$ cat src/logic/fdc_cmd_pkg.sv
// constants and types shared by the command and seek control block
package fdc_cmd_pkg;
  localparam int unsigned CLK_HZ      = 8000000;  // core clock rate
  localparam int unsigned CLK_NS      = 125;      // core clock period
  localparam int unsigned STEP6_MS    = 6;        // step rate codes
  localparam int unsigned STEP12_MS   = 12;
  localparam int unsigned STEP2_MS    = 2;
  localparam int unsigned STEP3_MS    = 3;
  localparam int unsigned PULSE_DD_US = 4;        // step pulse widths
  localparam int unsigned PULSE_SD_US = 8;
  localparam int unsigned DIR_US      = 24;       // direction setup
  localparam int unsigned VSETTLE_MS  = 30;       // verify head settle
  localparam int unsigned ESETTLE_MS  = 15;       // e-flag settle default
  localparam int unsigned CYC_PER_MS  = CLK_HZ / 1000;
  localparam int unsigned CYC_PER_US  = CLK_HZ / 1000000;
  localparam int unsigned STEP6_CYC   = STEP6_MS * CYC_PER_MS;
  localparam int unsigned STEP12_CYC  = STEP12_MS * CYC_PER_MS;
  localparam int unsigned STEP2_CYC   = STEP2_MS * CYC_PER_MS;
  localparam int unsigned STEP3_CYC   = STEP3_MS * CYC_PER_MS;
  localparam int unsigned PULSE_DD_CYC = PULSE_DD_US * CYC_PER_US;
  localparam int unsigned PULSE_SD_CYC = PULSE_SD_US * CYC_PER_US;
  localparam int unsigned DIR_CYC     = DIR_US * CYC_PER_US;
  localparam int unsigned VSETTLE_CYC = VSETTLE_MS * CYC_PER_MS;
  localparam int unsigned ESETTLE_CYC = ESETTLE_MS * CYC_PER_MS;
  localparam int unsigned SPINUP_REVS = 6;        // index pulses at spin-up
  localparam int unsigned IDLE_REVS   = 10;       // idle pulses before motor off
  localparam int unsigned VERIFY_REVS = 5;        // verify search window
  localparam int unsigned RESTORE_MAX = 255;      // restore step limit
  // command word fields
  localparam int unsigned B_RATE_LO   = 0;
  localparam int unsigned B_RATE_HI   = 1;
  localparam int unsigned B_MARK      = 0;
  localparam int unsigned B_PRECOMP   = 1;
  localparam int unsigned B_VERIFY    = 2;
  localparam int unsigned B_SPINOFF   = 3;
  localparam int unsigned B_UPDATE    = 4;
  localparam int unsigned B_FI_INDEX  = 2;
  localparam int unsigned B_FI_NOW    = 3;
  localparam logic [3:0]  OP_RESTORE  = 4'h0;
  localparam logic [3:0]  OP_SEEK     = 4'h1;
  localparam logic [3:0]  OP_RDADDR   = 4'hC;
  localparam logic [3:0]  OP_FORCE    = 4'hD;
  localparam logic [3:0]  OP_RDTRK    = 4'hE;
  localparam logic [3:0]  OP_WRTRK    = 4'hF;
  localparam logic [2:0]  OP_STEP     = 3'h1;
  localparam logic [2:0]  OP_STEPIN   = 3'h2;
  localparam logic [2:0]  OP_STEPOUT  = 3'h3;
  localparam logic [2:0]  OP_RDSEC    = 3'h4;
  localparam logic [2:0]  OP_WRSEC    = 3'h5;
  localparam logic [7:0]  TRACK_ZERO  = 8'h00;
  localparam logic [7:0]  ONE_TRACK   = 8'h01;
  typedef enum logic [3:0] {
    C_RESTORE = 4'h0, C_SEEK = 4'h1, C_STEP = 4'h2, C_STEPIN = 4'h3,
    C_STEPOUT = 4'h4, C_RDSEC = 4'h5, C_WRSEC = 4'h6, C_RDADDR = 4'h7,
    C_RDTRK = 4'h8, C_WRTRK = 4'h9, C_FORCE = 4'hA
  } cmd_e;
endpackage

$ cat src/logic/fdc_cmd_seek_ctrl.sv
// command decode, busy/interrupt, spindle motor and head positioning control
// Functional notes
// - busy during command; done clears busy, interrupts
// - rate field selects 6/12/2/3 ms steps
// - step pulse 4 us double, 8 us single
// - direction high inward, set 24 us early
// - verify waits 30 ms settle after stepping
// - verify compares id track with track register
// - matching track with bad crc sets crc error
// - no good id in five revs: seek error
// - motor off and spin-up enabled: six revs wait
// - ten idle revolutions turn motor off
// - motor already on: execute at once
// - bit 3 set disables spin-up sequence
// - upper nibble decodes the eleven commands
// - step commands bit 4 updates track register
// - sector commands bit 4 selects multiple sectors
// - write sector bit 0 selects deleted mark
// - write commands bit 1 disables precompensation
// - sector/address/track bit 2 adds settle delay
// - force interrupt: index, immediate, or silent terminate
// - restore steps out until track zero seen
// - restore gives up after 255 steps
// - interrupt cleared by status read or command write
// - density select low double, high single
`timescale 1ns/100ps
module fdc_cmd_seek_ctrl
  import fdc_cmd_pkg::*;
#(
  parameter int unsigned TW          = 20,           // timer width
  parameter int unsigned E_SETTLE_CYC = ESETTLE_CYC, // e-flag settle cycles
  parameter int unsigned V_SETTLE_CYC = VSETTLE_CYC  // verify settle cycles
) (
  input  wire logic       i_core_clk,            // core clock, 8 MHz
  input  wire logic       i_rstn,                // sync reset, active low
  input  wire logic       i_cmd_wr,              // command word write strobe
  input  wire logic [7:0] i_cmd,                 // command word
  input  wire logic       i_status_rd,           // status register read strobe
  input  wire logic [7:0] i_data_reg,            // desired track for seek
  input  wire logic       i_track_wr,            // track register write
  input  wire logic [7:0] i_track_wdata,         // track register write data
  input  wire logic       i_id_valid,            // id field found, one pulse
  input  wire logic [7:0] i_id_track,            // id field track number
  input  wire logic       i_id_crc_ok,           // id field crc good
  input  wire logic       i_xfer_done,           // type ii/iii body finished
  input  wire logic       i_xfer_error,          // type ii/iii body error
  input  wire logic       i_index_pin,           // index pulse pin
  input  wire logic       i_track_zero_sense_n,  // track zero pin, low at 0
  input  wire logic       i_density_select_n,    // low double, high single
  output logic            o_busy,                // status bit 0
  output logic            o_crc_error,           // status bit 3
  output logic            o_seek_error,          // seek error status
  output logic            o_interrupt_request_out, // interrupt to host
  output logic [7:0]      o_track,               // track register
  output logic            o_step,                // step pulse to drive
  output logic            o_direction,           // high = stepping in
  output logic            o_motor_on,            // spindle motor on
  output logic            o_xfer_start,          // start type ii/iii body
  output logic            o_multi_sector,        // multiple sector mode
  output logic            o_deleted_mark_select, // write deleted mark
  output logic            o_precomp_en,          // write precompensation on
  output logic [3:0]      o_cmd_kind             // decoded command
);
  typedef enum logic [3:0] {
    S_IDLE = 4'h0, S_SPIN = 4'h1, S_PLAN = 4'h2, S_DIRSET = 4'h3,
    S_PULSE = 4'h4, S_GAP = 4'h5, S_SETTLE = 4'h6, S_VERIFY = 4'h7,
    S_ESET = 4'h8, S_XFER = 4'h9, S_DONE = 4'hA
  } st_e;

  // pin synchronisers: first stage only feeds second stage
  logic [1:0] idx_s_q, tz_s_q, den_s_q;          // 2-flop chains
  logic       idx_old_q;                         // index edge history
  always_ff @(posedge i_core_clk) begin
    if (!i_rstn) begin
      idx_s_q   <= 2'h0;
      tz_s_q    <= 2'h3;
      den_s_q   <= 2'h0;
      idx_old_q <= 1'b0;
    end else begin
      idx_s_q   <= {idx_s_q[0], i_index_pin};
      tz_s_q    <= {tz_s_q[0], i_track_zero_sense_n};
      den_s_q   <= {den_s_q[0], i_density_select_n};
      idx_old_q <= idx_s_q[1];
    end
  end
  wire index_rise = idx_s_q[1] & ~idx_old_q;     // one pulse per revolution
  wire at_zero    = ~tz_s_q[1];                  // track zero reached
  wire single_den = den_s_q[1];

  // command decode
  function automatic cmd_e decode(input logic [7:0] c);
    unique case (c[7:4])
      OP_RESTORE: decode = C_RESTORE;
      OP_SEEK:    decode = C_SEEK;
      OP_RDADDR:  decode = C_RDADDR;
      OP_FORCE:   decode = C_FORCE;
      OP_RDTRK:   decode = C_RDTRK;
      OP_WRTRK:   decode = C_WRTRK;
      default: begin
        unique case (c[7:5])
          OP_STEP:    decode = C_STEP;
          OP_STEPIN:  decode = C_STEPIN;
          OP_STEPOUT: decode = C_STEPOUT;
          OP_RDSEC:   decode = C_RDSEC;
          default:    decode = C_WRSEC;
        endcase
      end
    endcase
  endfunction

  // step interval from the rate field
  function automatic logic [TW-1:0] rate_cyc(input logic [1:0] r);
    unique case (r)
      2'h0: rate_cyc = TW'(STEP6_CYC);
      2'h1: rate_cyc = TW'(STEP12_CYC);
      2'h2: rate_cyc = TW'(STEP2_CYC);
      default: rate_cyc = TW'(STEP3_CYC);
    endcase
  endfunction

  st_e        st_q, st_d;                        // sequencer state
  cmd_e       kind_q, kind_d;                    // current command
  logic [7:0] cw_q, cw_d;                        // latched command word
  logic [7:0] trk_q, trk_d;                      // track register
  logic       dir_q, dir_d;                      // direction, kept across commands
  logic       busy_q, busy_d;
  logic       irq_q, irq_d;
  logic       crc_q, crc_d, seek_q, seek_d;      // error status
  logic       mot_q, mot_d;
  logic [3:0] revs_q, revs_d;                    // revolution counter
  logic [7:0] nsteps_q, nsteps_d;                // restore step count
  logic       fi_idx_q, fi_idx_d;                // armed index interrupt
  logic       xs_q, xs_d;                        // transfer start pulse
  logic       tload;                             // timer start
  logic [TW-1:0] tcyc;                           // timer length
  logic       tdone;                             // timer expiry

  fdc_interval_timer #(.W(TW)) u_timer (
    .i_core_clk (i_core_clk),
    .i_rstn     (i_rstn),
    .i_load     (tload),
    .i_cycles   (tcyc),
    .o_done     (tdone)
  );

  wire is_type1 = (kind_q == C_RESTORE) || (kind_q == C_SEEK) || (kind_q == C_STEP)
               || (kind_q == C_STEPIN) || (kind_q == C_STEPOUT);
  wire verify   = cw_q[B_VERIFY];
  wire [TW-1:0] pulse_cyc = single_den ? TW'(PULSE_SD_CYC) : TW'(PULSE_DD_CYC);

  // command sequencer next state
  always_comb begin
    cmd_e k;
    k        = decode(i_cmd);
    st_d     = st_q;
    kind_d   = kind_q;
    cw_d     = cw_q;
    trk_d    = i_track_wr ? i_track_wdata : trk_q;
    dir_d    = dir_q;
    busy_d   = busy_q;
    irq_d    = irq_q;
    crc_d    = crc_q;
    seek_d   = seek_q;
    mot_d    = mot_q;
    revs_d   = revs_q;
    nsteps_d = nsteps_q;
    fi_idx_d = fi_idx_q;
    xs_d     = 1'b0;
    tload    = 1'b0;
    tcyc     = '0;
    if (i_status_rd) irq_d = 1'b0;
    // idle spindle timeout counts index pulses while nothing runs
    if (st_q == S_IDLE && mot_q && index_rise) begin
      revs_d = revs_q + 4'h1;
      if (revs_q == 4'(IDLE_REVS - 1)) begin
        mot_d  = 1'b0;
        revs_d = 4'h0;
      end
    end
    // armed index interrupt fires on the next index pulse
    if (fi_idx_q && index_rise) begin
      irq_d    = 1'b1;
      fi_idx_d = 1'b0;
    end
    unique case (st_q)
      S_IDLE: ;
      S_SPIN: if (index_rise) begin
        revs_d = revs_q + 4'h1;
        if (revs_q == 4'(SPINUP_REVS - 1)) begin
          revs_d = 4'h0;
          st_d   = S_PLAN;
        end
      end
      S_PLAN: begin
        if (!is_type1) begin
          if (cw_q[B_VERIFY]) begin
            tload = 1'b1;
            tcyc  = TW'(E_SETTLE_CYC);
            st_d  = S_ESET;
          end else begin
            xs_d = 1'b1;
            st_d = S_XFER;
          end
        end else if (kind_q == C_RESTORE) begin
          if (at_zero) begin
            trk_d = TRACK_ZERO;
            st_d  = verify ? S_SETTLE : S_DONE;
            tload = verify;
            tcyc  = TW'(V_SETTLE_CYC);
          end else if (nsteps_q == 8'(RESTORE_MAX)) begin
            seek_d = verify;
            st_d   = S_DONE;
          end else begin
            dir_d = 1'b0;
            tload = 1'b1;
            tcyc  = TW'(DIR_CYC);
            st_d  = S_DIRSET;
          end
        end else if (kind_q == C_SEEK && trk_q == i_data_reg) begin
          st_d  = verify ? S_SETTLE : S_DONE;
          tload = verify;
          tcyc  = TW'(V_SETTLE_CYC);
        end else begin
          if (kind_q == C_SEEK) dir_d = (i_data_reg > trk_q);
          if (kind_q == C_STEPIN) dir_d = 1'b1;
          if (kind_q == C_STEPOUT) dir_d = 1'b0;
          tload = 1'b1;
          tcyc  = TW'(DIR_CYC);
          st_d  = S_DIRSET;
        end
      end
      S_DIRSET: if (tdone) begin
        tload = 1'b1;
        tcyc  = pulse_cyc;
        st_d  = S_PULSE;
      end
      S_PULSE: if (tdone) begin
        if (kind_q == C_RESTORE) nsteps_d = nsteps_q + 8'h01;
        if (kind_q == C_SEEK || cw_q[B_UPDATE])
          trk_d = dir_q ? trk_q + ONE_TRACK : trk_q - ONE_TRACK;
        tload = 1'b1;
        tcyc  = rate_cyc(cw_q[B_RATE_HI:B_RATE_LO]);
        st_d  = S_GAP;
      end
      S_GAP: if (tdone) begin
        if (kind_q == C_RESTORE || kind_q == C_SEEK) begin
          st_d = S_PLAN;
        end else begin
          st_d  = verify ? S_SETTLE : S_DONE;
          tload = verify;
          tcyc  = TW'(V_SETTLE_CYC);
        end
      end
      S_SETTLE: if (tdone) begin
        revs_d = 4'h0;
        st_d   = S_VERIFY;
      end
      S_VERIFY: begin
        if (i_id_valid && i_id_track == trk_q) begin
          if (i_id_crc_ok) st_d = S_DONE;
          else crc_d = 1'b1;
        end else if (index_rise) begin
          revs_d = revs_q + 4'h1;
          if (revs_q == 4'(VERIFY_REVS - 1)) begin
            seek_d = 1'b1;
            st_d   = S_DONE;
          end
        end
      end
      S_ESET: if (tdone) begin
        xs_d = 1'b1;
        st_d = S_XFER;
      end
      S_XFER: if (i_xfer_done) begin
        crc_d = i_xfer_error;
        st_d  = S_DONE;
      end
      S_DONE: begin
        busy_d = 1'b0;
        irq_d  = 1'b1;
        revs_d = 4'h0;
        st_d   = S_IDLE;
      end
      default: st_d = S_IDLE;
    endcase
    // command write: only force interrupt is accepted while busy
    if (i_cmd_wr) begin
      irq_d = 1'b0;
      if (k == C_FORCE) begin
        fi_idx_d = i_cmd[B_FI_INDEX];
        if (i_cmd[B_FI_NOW]) irq_d = 1'b1;
        busy_d = 1'b0;
        revs_d = 4'h0;
        st_d   = S_IDLE;
        kind_d = C_FORCE;
      end else if (!busy_q) begin
        kind_d   = k;
        cw_d     = i_cmd;
        busy_d   = 1'b1;
        crc_d    = 1'b0;
        seek_d   = 1'b0;
        nsteps_d = 8'h00;
        revs_d   = 4'h0;
        if (!i_cmd[B_SPINOFF] && !mot_q) begin
          mot_d = 1'b1;
          st_d  = S_SPIN;
        end else begin
          st_d = S_PLAN;
        end
      end
    end
    // a completion or an armed index event beats a clear in the same cycle
    if (st_q == S_DONE || (fi_idx_q && index_rise)) irq_d = 1'b1;
  end

  // sequencer registers
  always_ff @(posedge i_core_clk) begin
    if (!i_rstn) begin
      st_q <= S_IDLE;  kind_q <= C_RESTORE; cw_q <= 8'h00; trk_q <= 8'h00;
      dir_q <= 1'b0;   busy_q <= 1'b0;      irq_q <= 1'b0; crc_q <= 1'b0;
      seek_q <= 1'b0;  mot_q <= 1'b0;       revs_q <= 4'h0; nsteps_q <= 8'h00;
      fi_idx_q <= 1'b0; xs_q <= 1'b0;
    end else begin
      st_q <= st_d;    kind_q <= kind_d;    cw_q <= cw_d;  trk_q <= trk_d;
      dir_q <= dir_d;  busy_q <= busy_d;    irq_q <= irq_d; crc_q <= crc_d;
      seek_q <= seek_d; mot_q <= mot_d;     revs_q <= revs_d; nsteps_q <= nsteps_d;
      fi_idx_q <= fi_idx_d; xs_q <= xs_d;
    end
  end

  assign o_busy                  = busy_q;
  assign o_crc_error             = crc_q;
  assign o_seek_error            = seek_q;
  assign o_interrupt_request_out = irq_q;
  assign o_track                 = trk_q;
  assign o_step                  = (st_q == S_PULSE);
  assign o_direction             = dir_q;
  assign o_motor_on              = mot_q;
  assign o_xfer_start            = xs_q;
  assign o_multi_sector          = cw_q[B_UPDATE];
  assign o_deleted_mark_select   = cw_q[B_MARK];
  assign o_precomp_en            = ~cw_q[B_PRECOMP];
  assign o_cmd_kind              = kind_q;

  // assertions
  a_busy_ends_irq: assert property (@(posedge i_core_clk) disable iff (!i_rstn)
    (st_q == S_DONE) |=> (!busy_q && irq_q))
    else $error("completion did not clear busy and raise interrupt");
  a_step_width: assert property (@(posedge i_core_clk) disable iff (!i_rstn)
    $rose(o_step) && !single_den |-> o_step[*4] ##1 o_step[*8])
    else $error("step pulse shorter than minimum");
  a_dir_stable: assert property (@(posedge i_core_clk) disable iff (!i_rstn)
    o_step |-> $stable(o_direction))
    else $error("direction changed during step");
  a_spin_motor: assert property (@(posedge i_core_clk) disable iff (!i_rstn)
    (st_q == S_SPIN) |-> o_motor_on)
    else $error("spin-up without motor on");
  a_restore_zero: assert property (@(posedge i_core_clk) disable iff (!i_rstn)
    (st_q == S_PLAN && kind_q == C_RESTORE && at_zero && !i_cmd_wr) |=> (trk_q == TRACK_ZERO))
    else $error("restore did not clear track");
  a_irq_clear: assert property (@(posedge i_core_clk) disable iff (!i_rstn)
    (i_status_rd && st_q != S_DONE && !fi_idx_q && !i_cmd_wr) |=> !irq_q)
    else $error("status read did not clear interrupt");
  a_force_now: assert property (@(posedge i_core_clk) disable iff (!i_rstn)
    (i_cmd_wr && i_cmd[7:4] == OP_FORCE && st_q != S_DONE && !(fi_idx_q && index_rise))
    |=> (!busy_q && (irq_q == $past(i_cmd[B_FI_NOW]))))
    else $error("force interrupt mishandled");
  a_restore_limit: assert property (@(posedge i_core_clk) disable iff (!i_rstn)
    (st_q == S_PULSE && kind_q == C_RESTORE) |-> (nsteps_q < 8'(RESTORE_MAX)))
    else $error("restore stepped beyond the step limit");
endmodule

$ cat src/logic/fdc_interval_timer.sv
// loadable down-counter that flags the end of a timed interval
`timescale 1ns/100ps
module fdc_interval_timer #(
  parameter int unsigned W = 20                  // counter width
) (
  input  wire logic         i_core_clk,          // core clock
  input  wire logic         i_rstn,              // sync reset, active low
  input  wire logic         i_load,              // start a new interval
  input  wire logic [W-1:0] i_cycles,            // interval length in cycles
  output logic              o_done               // one-cycle pulse at expiry
);
  logic [W-1:0] cnt_q, cnt_d;                    // remaining cycles
  logic         run_q, run_d;                    // interval in progress
  logic         done_q, done_d;                  // expiry pulse

  // next state: load wins over counting so a restart is never lost
  always_comb begin
    cnt_d  = cnt_q;
    run_d  = run_q;
    done_d = 1'b0;
    if (i_load) begin
      cnt_d = i_cycles - W'(1);                  // the registered expiry supplies the last cycle
      run_d = 1'b1;
    end else if (run_q) begin
      if (cnt_q <= W'(1)) begin
        run_d  = 1'b0;
        done_d = 1'b1;
      end else begin
        cnt_d = cnt_q - W'(1);
      end
    end
  end

  // registers only
  always_ff @(posedge i_core_clk) begin
    if (!i_rstn) begin
      cnt_q  <= '0;
      run_q  <= 1'b0;
      done_q <= 1'b0;
    end else begin
      cnt_q  <= cnt_d;
      run_q  <= run_d;
      done_q <= done_d;
    end
  end

  assign o_done = done_q;
endmodule

$ cat config.mk
export PLATFORM = sky130hd
export DESIGN_NAME = fdc_cmd_seek_ctrl
export DESIGN_NICKNAME = d
export VERILOG_FILES = /design/src/logic/fdc_cmd_pkg.sv /design/src/logic/fdc_cmd_seek_ctrl.sv /design/src/logic/fdc_interval_timer.sv
export SDC_FILE = /design/constraint.sdc
export NUM_CORES = 1
export LEC_CHECK = 0
export BUFFER_PORTS_ARGS = -buffer_cell sky130_fd_sc_hd__clkbuf_2
export CORE_UTILIZATION = 51
export DETAILED_ROUTE_END_ITERATION = 8
export PLACE_DENSITY = 0.86
export SETUP_SLACK_MARGIN = 0.1
export SYNTH_ARGS = -nofsm -noshare
export SYNTH_HDL_FRONTEND = slang
export SYNTH_SLANG_ARGS = --single-unit
$ cat constraint.sdc
create_clock -name i_core_clk -period 2.95 [get_ports i_core_clk]
set_clock_uncertainty 0.2 [all_clocks]
set_input_delay 0.4425 -clock i_core_clk [delete_from_list [all_inputs] [get_ports i_core_clk]]
set_output_delay 0.4425 -clock i_core_clk [all_outputs]
set_load 0.02 [all_outputs]
## Word-level counts from Yosys, hierarchy flattened

Index checks and enable logic that the tools add are counted.

| storage, ports and cells | value |
|---|---|
| output and inout bits | 23 |
| word-level logic and storage cells | 232 |
| register bits | 70 |
| input bits | 44 |

| cells by class | value |
|---|---|
| $lt $le $gt $ge | 2 |
| multiplexer cells | 132 |
| $add $sub $neg | 6 |
| reduce and logical (&&, ||, !) cells | 27 |
| eq/ne operators | 37 |
| bitwise gates (word level) | 7 |

Operator list:

| cell | number |
|---|---|
| 4-bit 2-to-1 mux | 34 |
| 8-bit 2-to-1 mux | 14 |
| 20-bit 2-to-1 mux | 5 |
| 20-bit case mux with 4 select lines | 1 |
| 18-bit 2-to-1 mux | 4 |
| 1-bit 2-to-1 mux | 59 |
| 17-bit case mux with 3 select lines | 1 |
| 4-bit case mux with 10 select lines | 1 |
| 20-bit by 1-bit subtractor with 20-bit output, second input constant | 2 |
| 4-bit == test, second input constant | 9 |
| 17-bit 2-to-1 mux | 2 |
| 4-bit by 3-bit == test with 1-bit output, second input constant | 7 |
| 4-bit case mux with 6 select lines | 1 |
| 20-bit by 1-bit less-or-equal comparator with 1-bit output, second input constant | 1 |
| 8-bit by 1-bit adder with 8-bit output, second input constant | 2 |
| 4-bit by 2-bit == test with 1-bit output, second input constant | 4 |
| 8-bit == test | 2 |
| 4-bit case mux with 4 select lines | 1 |
| 8-bit case mux with 2 select lines | 1 |
| 7-bit 2-to-1 mux | 2 |
| 4-bit by 1-bit == test with 1-bit output, second input constant | 3 |
| 4-bit logical NOT | 3 |
| 3-bit case mux with 4 select lines | 1 |
| 8-bit == test, second input constant | 1 |
| other kinds (27) | 50 |

## Depth between registers and ports, before layout

| depth | value |
|---|---|
| depth in word-level cells | 10 |
| mapped depth | 12 |
| depth with buffers taken out | 12 |

## Hierarchy

From an unflattened synthesis, not the netlist that was laid out.

| unflattened totals | value |
|---|---|
| cell total of the unflattened synthesis | 623 |
| area, all modules | 5079.9 um^2 |

By module, submodules not included:

| module | cells an instance | area an instance (um^2) | sequential area each (um^2) | times used |
|---|---|---|---|---|
| fdc_cmd_seek_ctrl | 420 | 3384.5 | 940.9 | 1 |
| fdc_interval_timer | 203 | 1695.4 | 440.4 | 1 |

## Worst setup path after synthesis

No wires, ideal clock.

| timing | value |
|---|---|
| path kind | reg-to-reg |
| start | reg trk_q[1] (netlist: o_track[1]) |
| end | reg u_timer.cnt_q[9] |
| buffers on the path | 0 |
| data required time | 2.689 ns |
| period minus slack after synthesis | 3.157 ns |
| data arrival time | 2.896 ns |
| stages on the path, launching flop included | 13 |
| setup time | 0.061 ns |
| slack | -0.207 ns |
| path through | dfxtp_1 inv_1 ha_1 and4_1 a31oi_1 o211a_1 a311oi_1 and2_1 ha_1 inv_1 nor4b_2 or2_1 o221a_1 |

| between the ends | value |
|---|---|
| cells in the longest elaborated chain, start to end | 8 |
| elaborated cells between the ends (all ways) | 15 |
| those cells by class | add/sub: 1; eq/ne: 2; mux: 9; reduce/logical: 3 |

RTL lines:

| item | RTL line | text |
|---|---|---|
| from (decl) | fdc_cmd_seek_ctrl.sv:124 | `logic [7:0] trk_q, trk_d;` |
| from (signal assigned) | fdc_cmd_seek_ctrl.sv:324 | `st_q <= st_d; kind_q <= kind_d; cw_q <= cw_d; trk_q <= trk_d;` |
| 8-bit == test * | fdc_cmd_seek_ctrl.sv:219 | `end else if (kind_q == C_SEEK && trk_q == i_data_reg) begin` |
| 1-bit logical AND * | fdc_cmd_seek_ctrl.sv:219 |  |
| 18-bit 2-to-1 mux or 1-bit 2-to-1 mux (tied branches) | fdc_cmd_seek_ctrl.sv:219 |  |
| 20-bit 2-to-1 mux or 1-bit 2-to-1 mux (tied branches) | fdc_cmd_seek_ctrl.sv:204 | `end else if (kind_q == C_RESTORE) begin` |
| 20-bit 2-to-1 mux or 1-bit 2-to-1 mux (tied branches) | fdc_cmd_seek_ctrl.sv:195 | `if (!is_type1) begin` |
| 20-bit case mux with 4 select lines or 1-bit case mux with 3 select lines (tied branches) | fdc_cmd_seek_ctrl.sv:185 | `unique case (st_q)` |
| 20-bit by 1-bit subtractor with 20-bit output, or another cell as far along | fdc_interval_timer.sv:22 | `cnt_d = i_cycles - W'(1);` |
| 20-bit 2-to-1 mux or 2-bit AND reduction (tied branches) | -- |  |
| to (signal assigned) | fdc_interval_timer.sv:41 | `cnt_q <= cnt_d;` |
| to (decl) | fdc_interval_timer.sv:12 | `logic [W-1:0] cnt_q, cnt_d;` |

Every way passes the cells marked *; elsewhere a longest branch is shown, timed or not.
A chain may end at the register's enable or synchronous reset.

## Worst setup path in the final report

| timing | value |
|---|---|
| start | reg trk_q[1] (netlist: o_track[1]) |
| end | reg u_timer.cnt_q[6] |

The elaborated chain is that of the path after synthesis.

==> results.sh <==
export IMPL_min_delay_start="i_density_select_n"
export IMPL_clkSinkCount=69
export IMPL_antennaDiodeCount=0
export IMPL_syn_to_final_growth_pct=24.1
export IMPL_synth_area_per_cell_sq_um=8.19
export IMPL_place_ws_ps=-136
export IMPL_critPathLaunchType="register"
export IMPL_rsz0062_at_grt="yes"
export IMPL_swShare_pct=34.9
export IMPL_critPathKind="reg2reg"
export IMPL_tritoncts_num_buffers=9
export IMPL_stdcell_area_sq_um=5640
export IMPL_slew_viol_final=0
export IMPL_cts_root_buffer="clkbuf_8"
export IMPL_io_buffers=66
export IMPL_antenna_found_initial=0
export IMPL_yosys_warnings=0
export IMPL_critPathArrivalTime_ps=2910
export IMPL_seqPwrFrac_pct=37.8
export IMPL_ant_nets=0
export IMPL_final_cell_mix="clkbuf_2, dfxtp_1, nor2_1"
export IMPL_grt_pass1_vias=4468
export IMPL_p_int_mw=1.91
export IMPL_via_per_inst=6.23
export IMPL_synth_edff_count=0
export IMPL_grt_max_degree=33
export IMPL_ir_worst_vdd_uv=262
export IMPL_tightest_slew_ps=787
export IMPL_clkSlewWorstSetupHoldPaths_ps=80
export IMPL_whs_endpoint="den_s_q[0]"
export IMPL_io_pin_count=67
export IMPL_p_leak_nw=2.28
export IMPL_rows=34
export IMPL_switchingPower_mw=1.02
export IMPL_total_power_mw=2.93
export IMPL_ys_ff_latch=69
export IMPL_dr_pass1_iters=5
export IMPL_vias=4766
export IMPL_fmax_mhz=350
export IMPL_grt_first_pass_wirelength_microns=21000
export IMPL_die_height_microns=96.4
export IMPL_finalSetupViolCount=0
export IMPL_yosysUniqueCellTypes=78
export IMPL_core_area_sq_um=8680
export IMPL_r2r_start="o_track[1]"
export IMPL_synthFlopType="dfxtp_1"
export IMPL_drv_cap=0
export IMPL_r2r_slack_ps=90
export IMPL_nNetsFinal=718
export IMPL_yosysSeqAreaShare_pct=30.4
export IMPL_fillers=703
export IMPL_hold_violations=0
export IMPL_die_area_sq_um=9300
export IMPL_maxSlewHeadroom_pct=47.2
export IMPL_finalNonFillerCells=765
export IMPL_synthCells=555
export IMPL_wl_microns=12900
export IMPL_hold_class="in2reg"
export IMPL_dpl_cell_count=736
export IMPL_start_util_pct=52.4
export IMPL_drive_above_1_share_pct=26.2
export IMPL_clock_path_buffers=2
export IMPL_reg2reg_depth=10
export IMPL_powerDensity_nw_per_um2=519
export IMPL_placed_cell_area_sq_um=5210
export IMPL_worstHoldPathCells=2
export IMPL_finalCritPeriodShare_pct=96.8
export IMPL_place_congestion=0.972
export IMPL_grt_use_total_pct=29.2
export IMPL_dp_hpwl_microns=9020
export IMPL_worst_slack_ps=93.8
export IMPL_syn_area_sq_um=4550
export IMPL_period_minus_slack_ps=2860
export IMPL_overflow=0
export IMPL_tritoncts="built"
export IMPL_mostFrequentLayoutCell="clkbuf_2"
export IMPL_async_flop_share_pct=0
export IMPL_end_kind="register"
export IMPL_outcome="complete, no violations"
export IMPL_crit_fanout=8
export IMPL_r2r_end="u_timer.cnt_q[6]"
export IMPL_clk_latency_ps=350
export IMPL_die_w_microns=96.4
export IMPL_drc=0
export IMPL_final_core_util_pct=65.0
export IMPL_p_clk_share_pct=29.8
export IMPL_htree_levels=3
export IMPL_required_ps=3000
export IMPL_p_comb_share_pct=32.4
export IMPL_drt_initial_drc_count=499
export IMPL_wl_per_cell_microns=16.9
export IMPL_hold_buffers=0
export IMPL_syn_nets=621
[logic make-up after synthesis]
logic type,synth area share (%)
compound gates,22.4
xor+xnor,7.13
fa+ha+maj,6.22
buf+inv,4.38
flops,30.4
mux,2.64
simple gates,26.9
[Yosys cell counts (all sizes together), types with 4 or more instances]
cell type / instances / area [sq um]
dfxtp: 69 / 1380
nor2: 51 / 191
nand2: 42 / 158
a21oi: 32 / 160
o21ai: 31 / 166
inv: 27 / 101
xnor2: 23 / 201
ha: 21 / 263
nor3: 21 / 105
clkbuf: 18 / 67.6
nand3: 16 / 80.1
xor2: 14 / 123
mux2i: 12 / 120
o21a: 11 / 90.1
a211oi: 10 / 92.6
and2: 10 / 62.6
nor2b: 10 / 62.6
nand4: 9 / 56.3
nor4: 9 / 62.6
a31oi: 8 / 50.1
and3: 7 / 43.8
or3: 7 / 43.8
nand3b: 6 / 45.0
or4: 6 / 52.6
and4: 5 / 43.8
buf: 5 / 26.3
nor3b: 4 / 30.0
nor4b: 4 / 47.6
o2111ai: 4 / 41.3
o22a: 4 / 35.0
o31ai: 4 / 35.0
[worst max-delay path: stages, from the launching register on]
cell and delay (ps):
dfxtp_4 360, inv_4 40, ha_4 260, and4_4 250, a31oi_4 90, buf_4 160, buf_4 130, o31ai_1 380
buf_4 190, o2111ai_2 260, o311a_1 430
[power groups by stage]
| stage | registers [mW] | clock network [mW] | logic, mW |
|---|---|---|---|
| finish | 1.11 | 0.874 | 0.948 |
| global route | 1.12 | 0.921 | 1.03 |
| CTS | 1.10 | 0.881 | 0.920 |
| detailed placement | 1.13 | 0 | 0.869 |
| global placement | 1.12 | 0 | 0.838 |
| floorplan | 1.13 | 0 | 0.599 |
[stage by stage]
step	hold WS, ps	TNS [ps]
floorplan	186	0
global placement	195	0
detailed placement	194	-415
CTS	85.5	0
global route	93.7	0
finish	91.3	0
[what timing repair did]
| action | in CTS | in global routing |
|---|---|---|
| hold endpoints to repair | 0 | 0 |
| buffers inserted | 11 | 2 |
| pin swaps | 12 | 6 |
| resized for setup | 23 | 4 |
| setup endpoints to repair | 6 | 9 |
[worst max path at each step]
stage                                   end  slack (ps)  cells after the start     startpoint
after floorplan            u_timer.cnt_q[9]         100                     11  i_data_reg[7]
after global placement     u_timer.cnt_q[9]           9                     12  i_data_reg[7]
after detailed placement   u_timer.cnt_q[9]        -140                     12  i_data_reg[7]
after CTS                  u_timer.cnt_q[9]          40                     12     o_track[3]
after global routing      u_timer.cnt_q[15]          20                     13     o_track[1]
final                      u_timer.cnt_q[6]          90                     10     o_track[1]
[routing by layer]
metal  track usage (%)  vias to the layer above  part of all wire [%]
met5                 0                        -                     0
met4              10.9                        0                   2.7
met3              5.01                       43                   7.6
met2              50.6                      233                    49
met1              36.1                     2244                    41
li1                  -                     2246                     -
[sequential cells by signal (all words and copies together), names as in the netlist, 2 cells and up]
register       flops
cw_q               4
nsteps_q           8
idx_s_q            2
revs_q             4
den_s_q            2
tz_s_q             2
o_track            8
o_cmd_kind         4
u_timer.cnt_q     20
st_q               4
[layout make-up]
| class | instances | area [sq um] | share of cell area, % |
|---|---|---|---|
| Clock buffer | 9 | 124 | 2.20 |
| Clock inverter | 7 | 97.6 | 1.73 |
| Sequential cell | 69 | 1410 | 24.9 |
| Inverter | 28 | 113 | 2.00 |
| Multi-Input combinational cell | 435 | 3100 | 55.0 |
| Tap cell | 108 | 135 | 2.39 |
| Timing Repair Buffer | 109 | 666 | 11.8 |
Note: power is estimated with default switching activity, not from simulation.
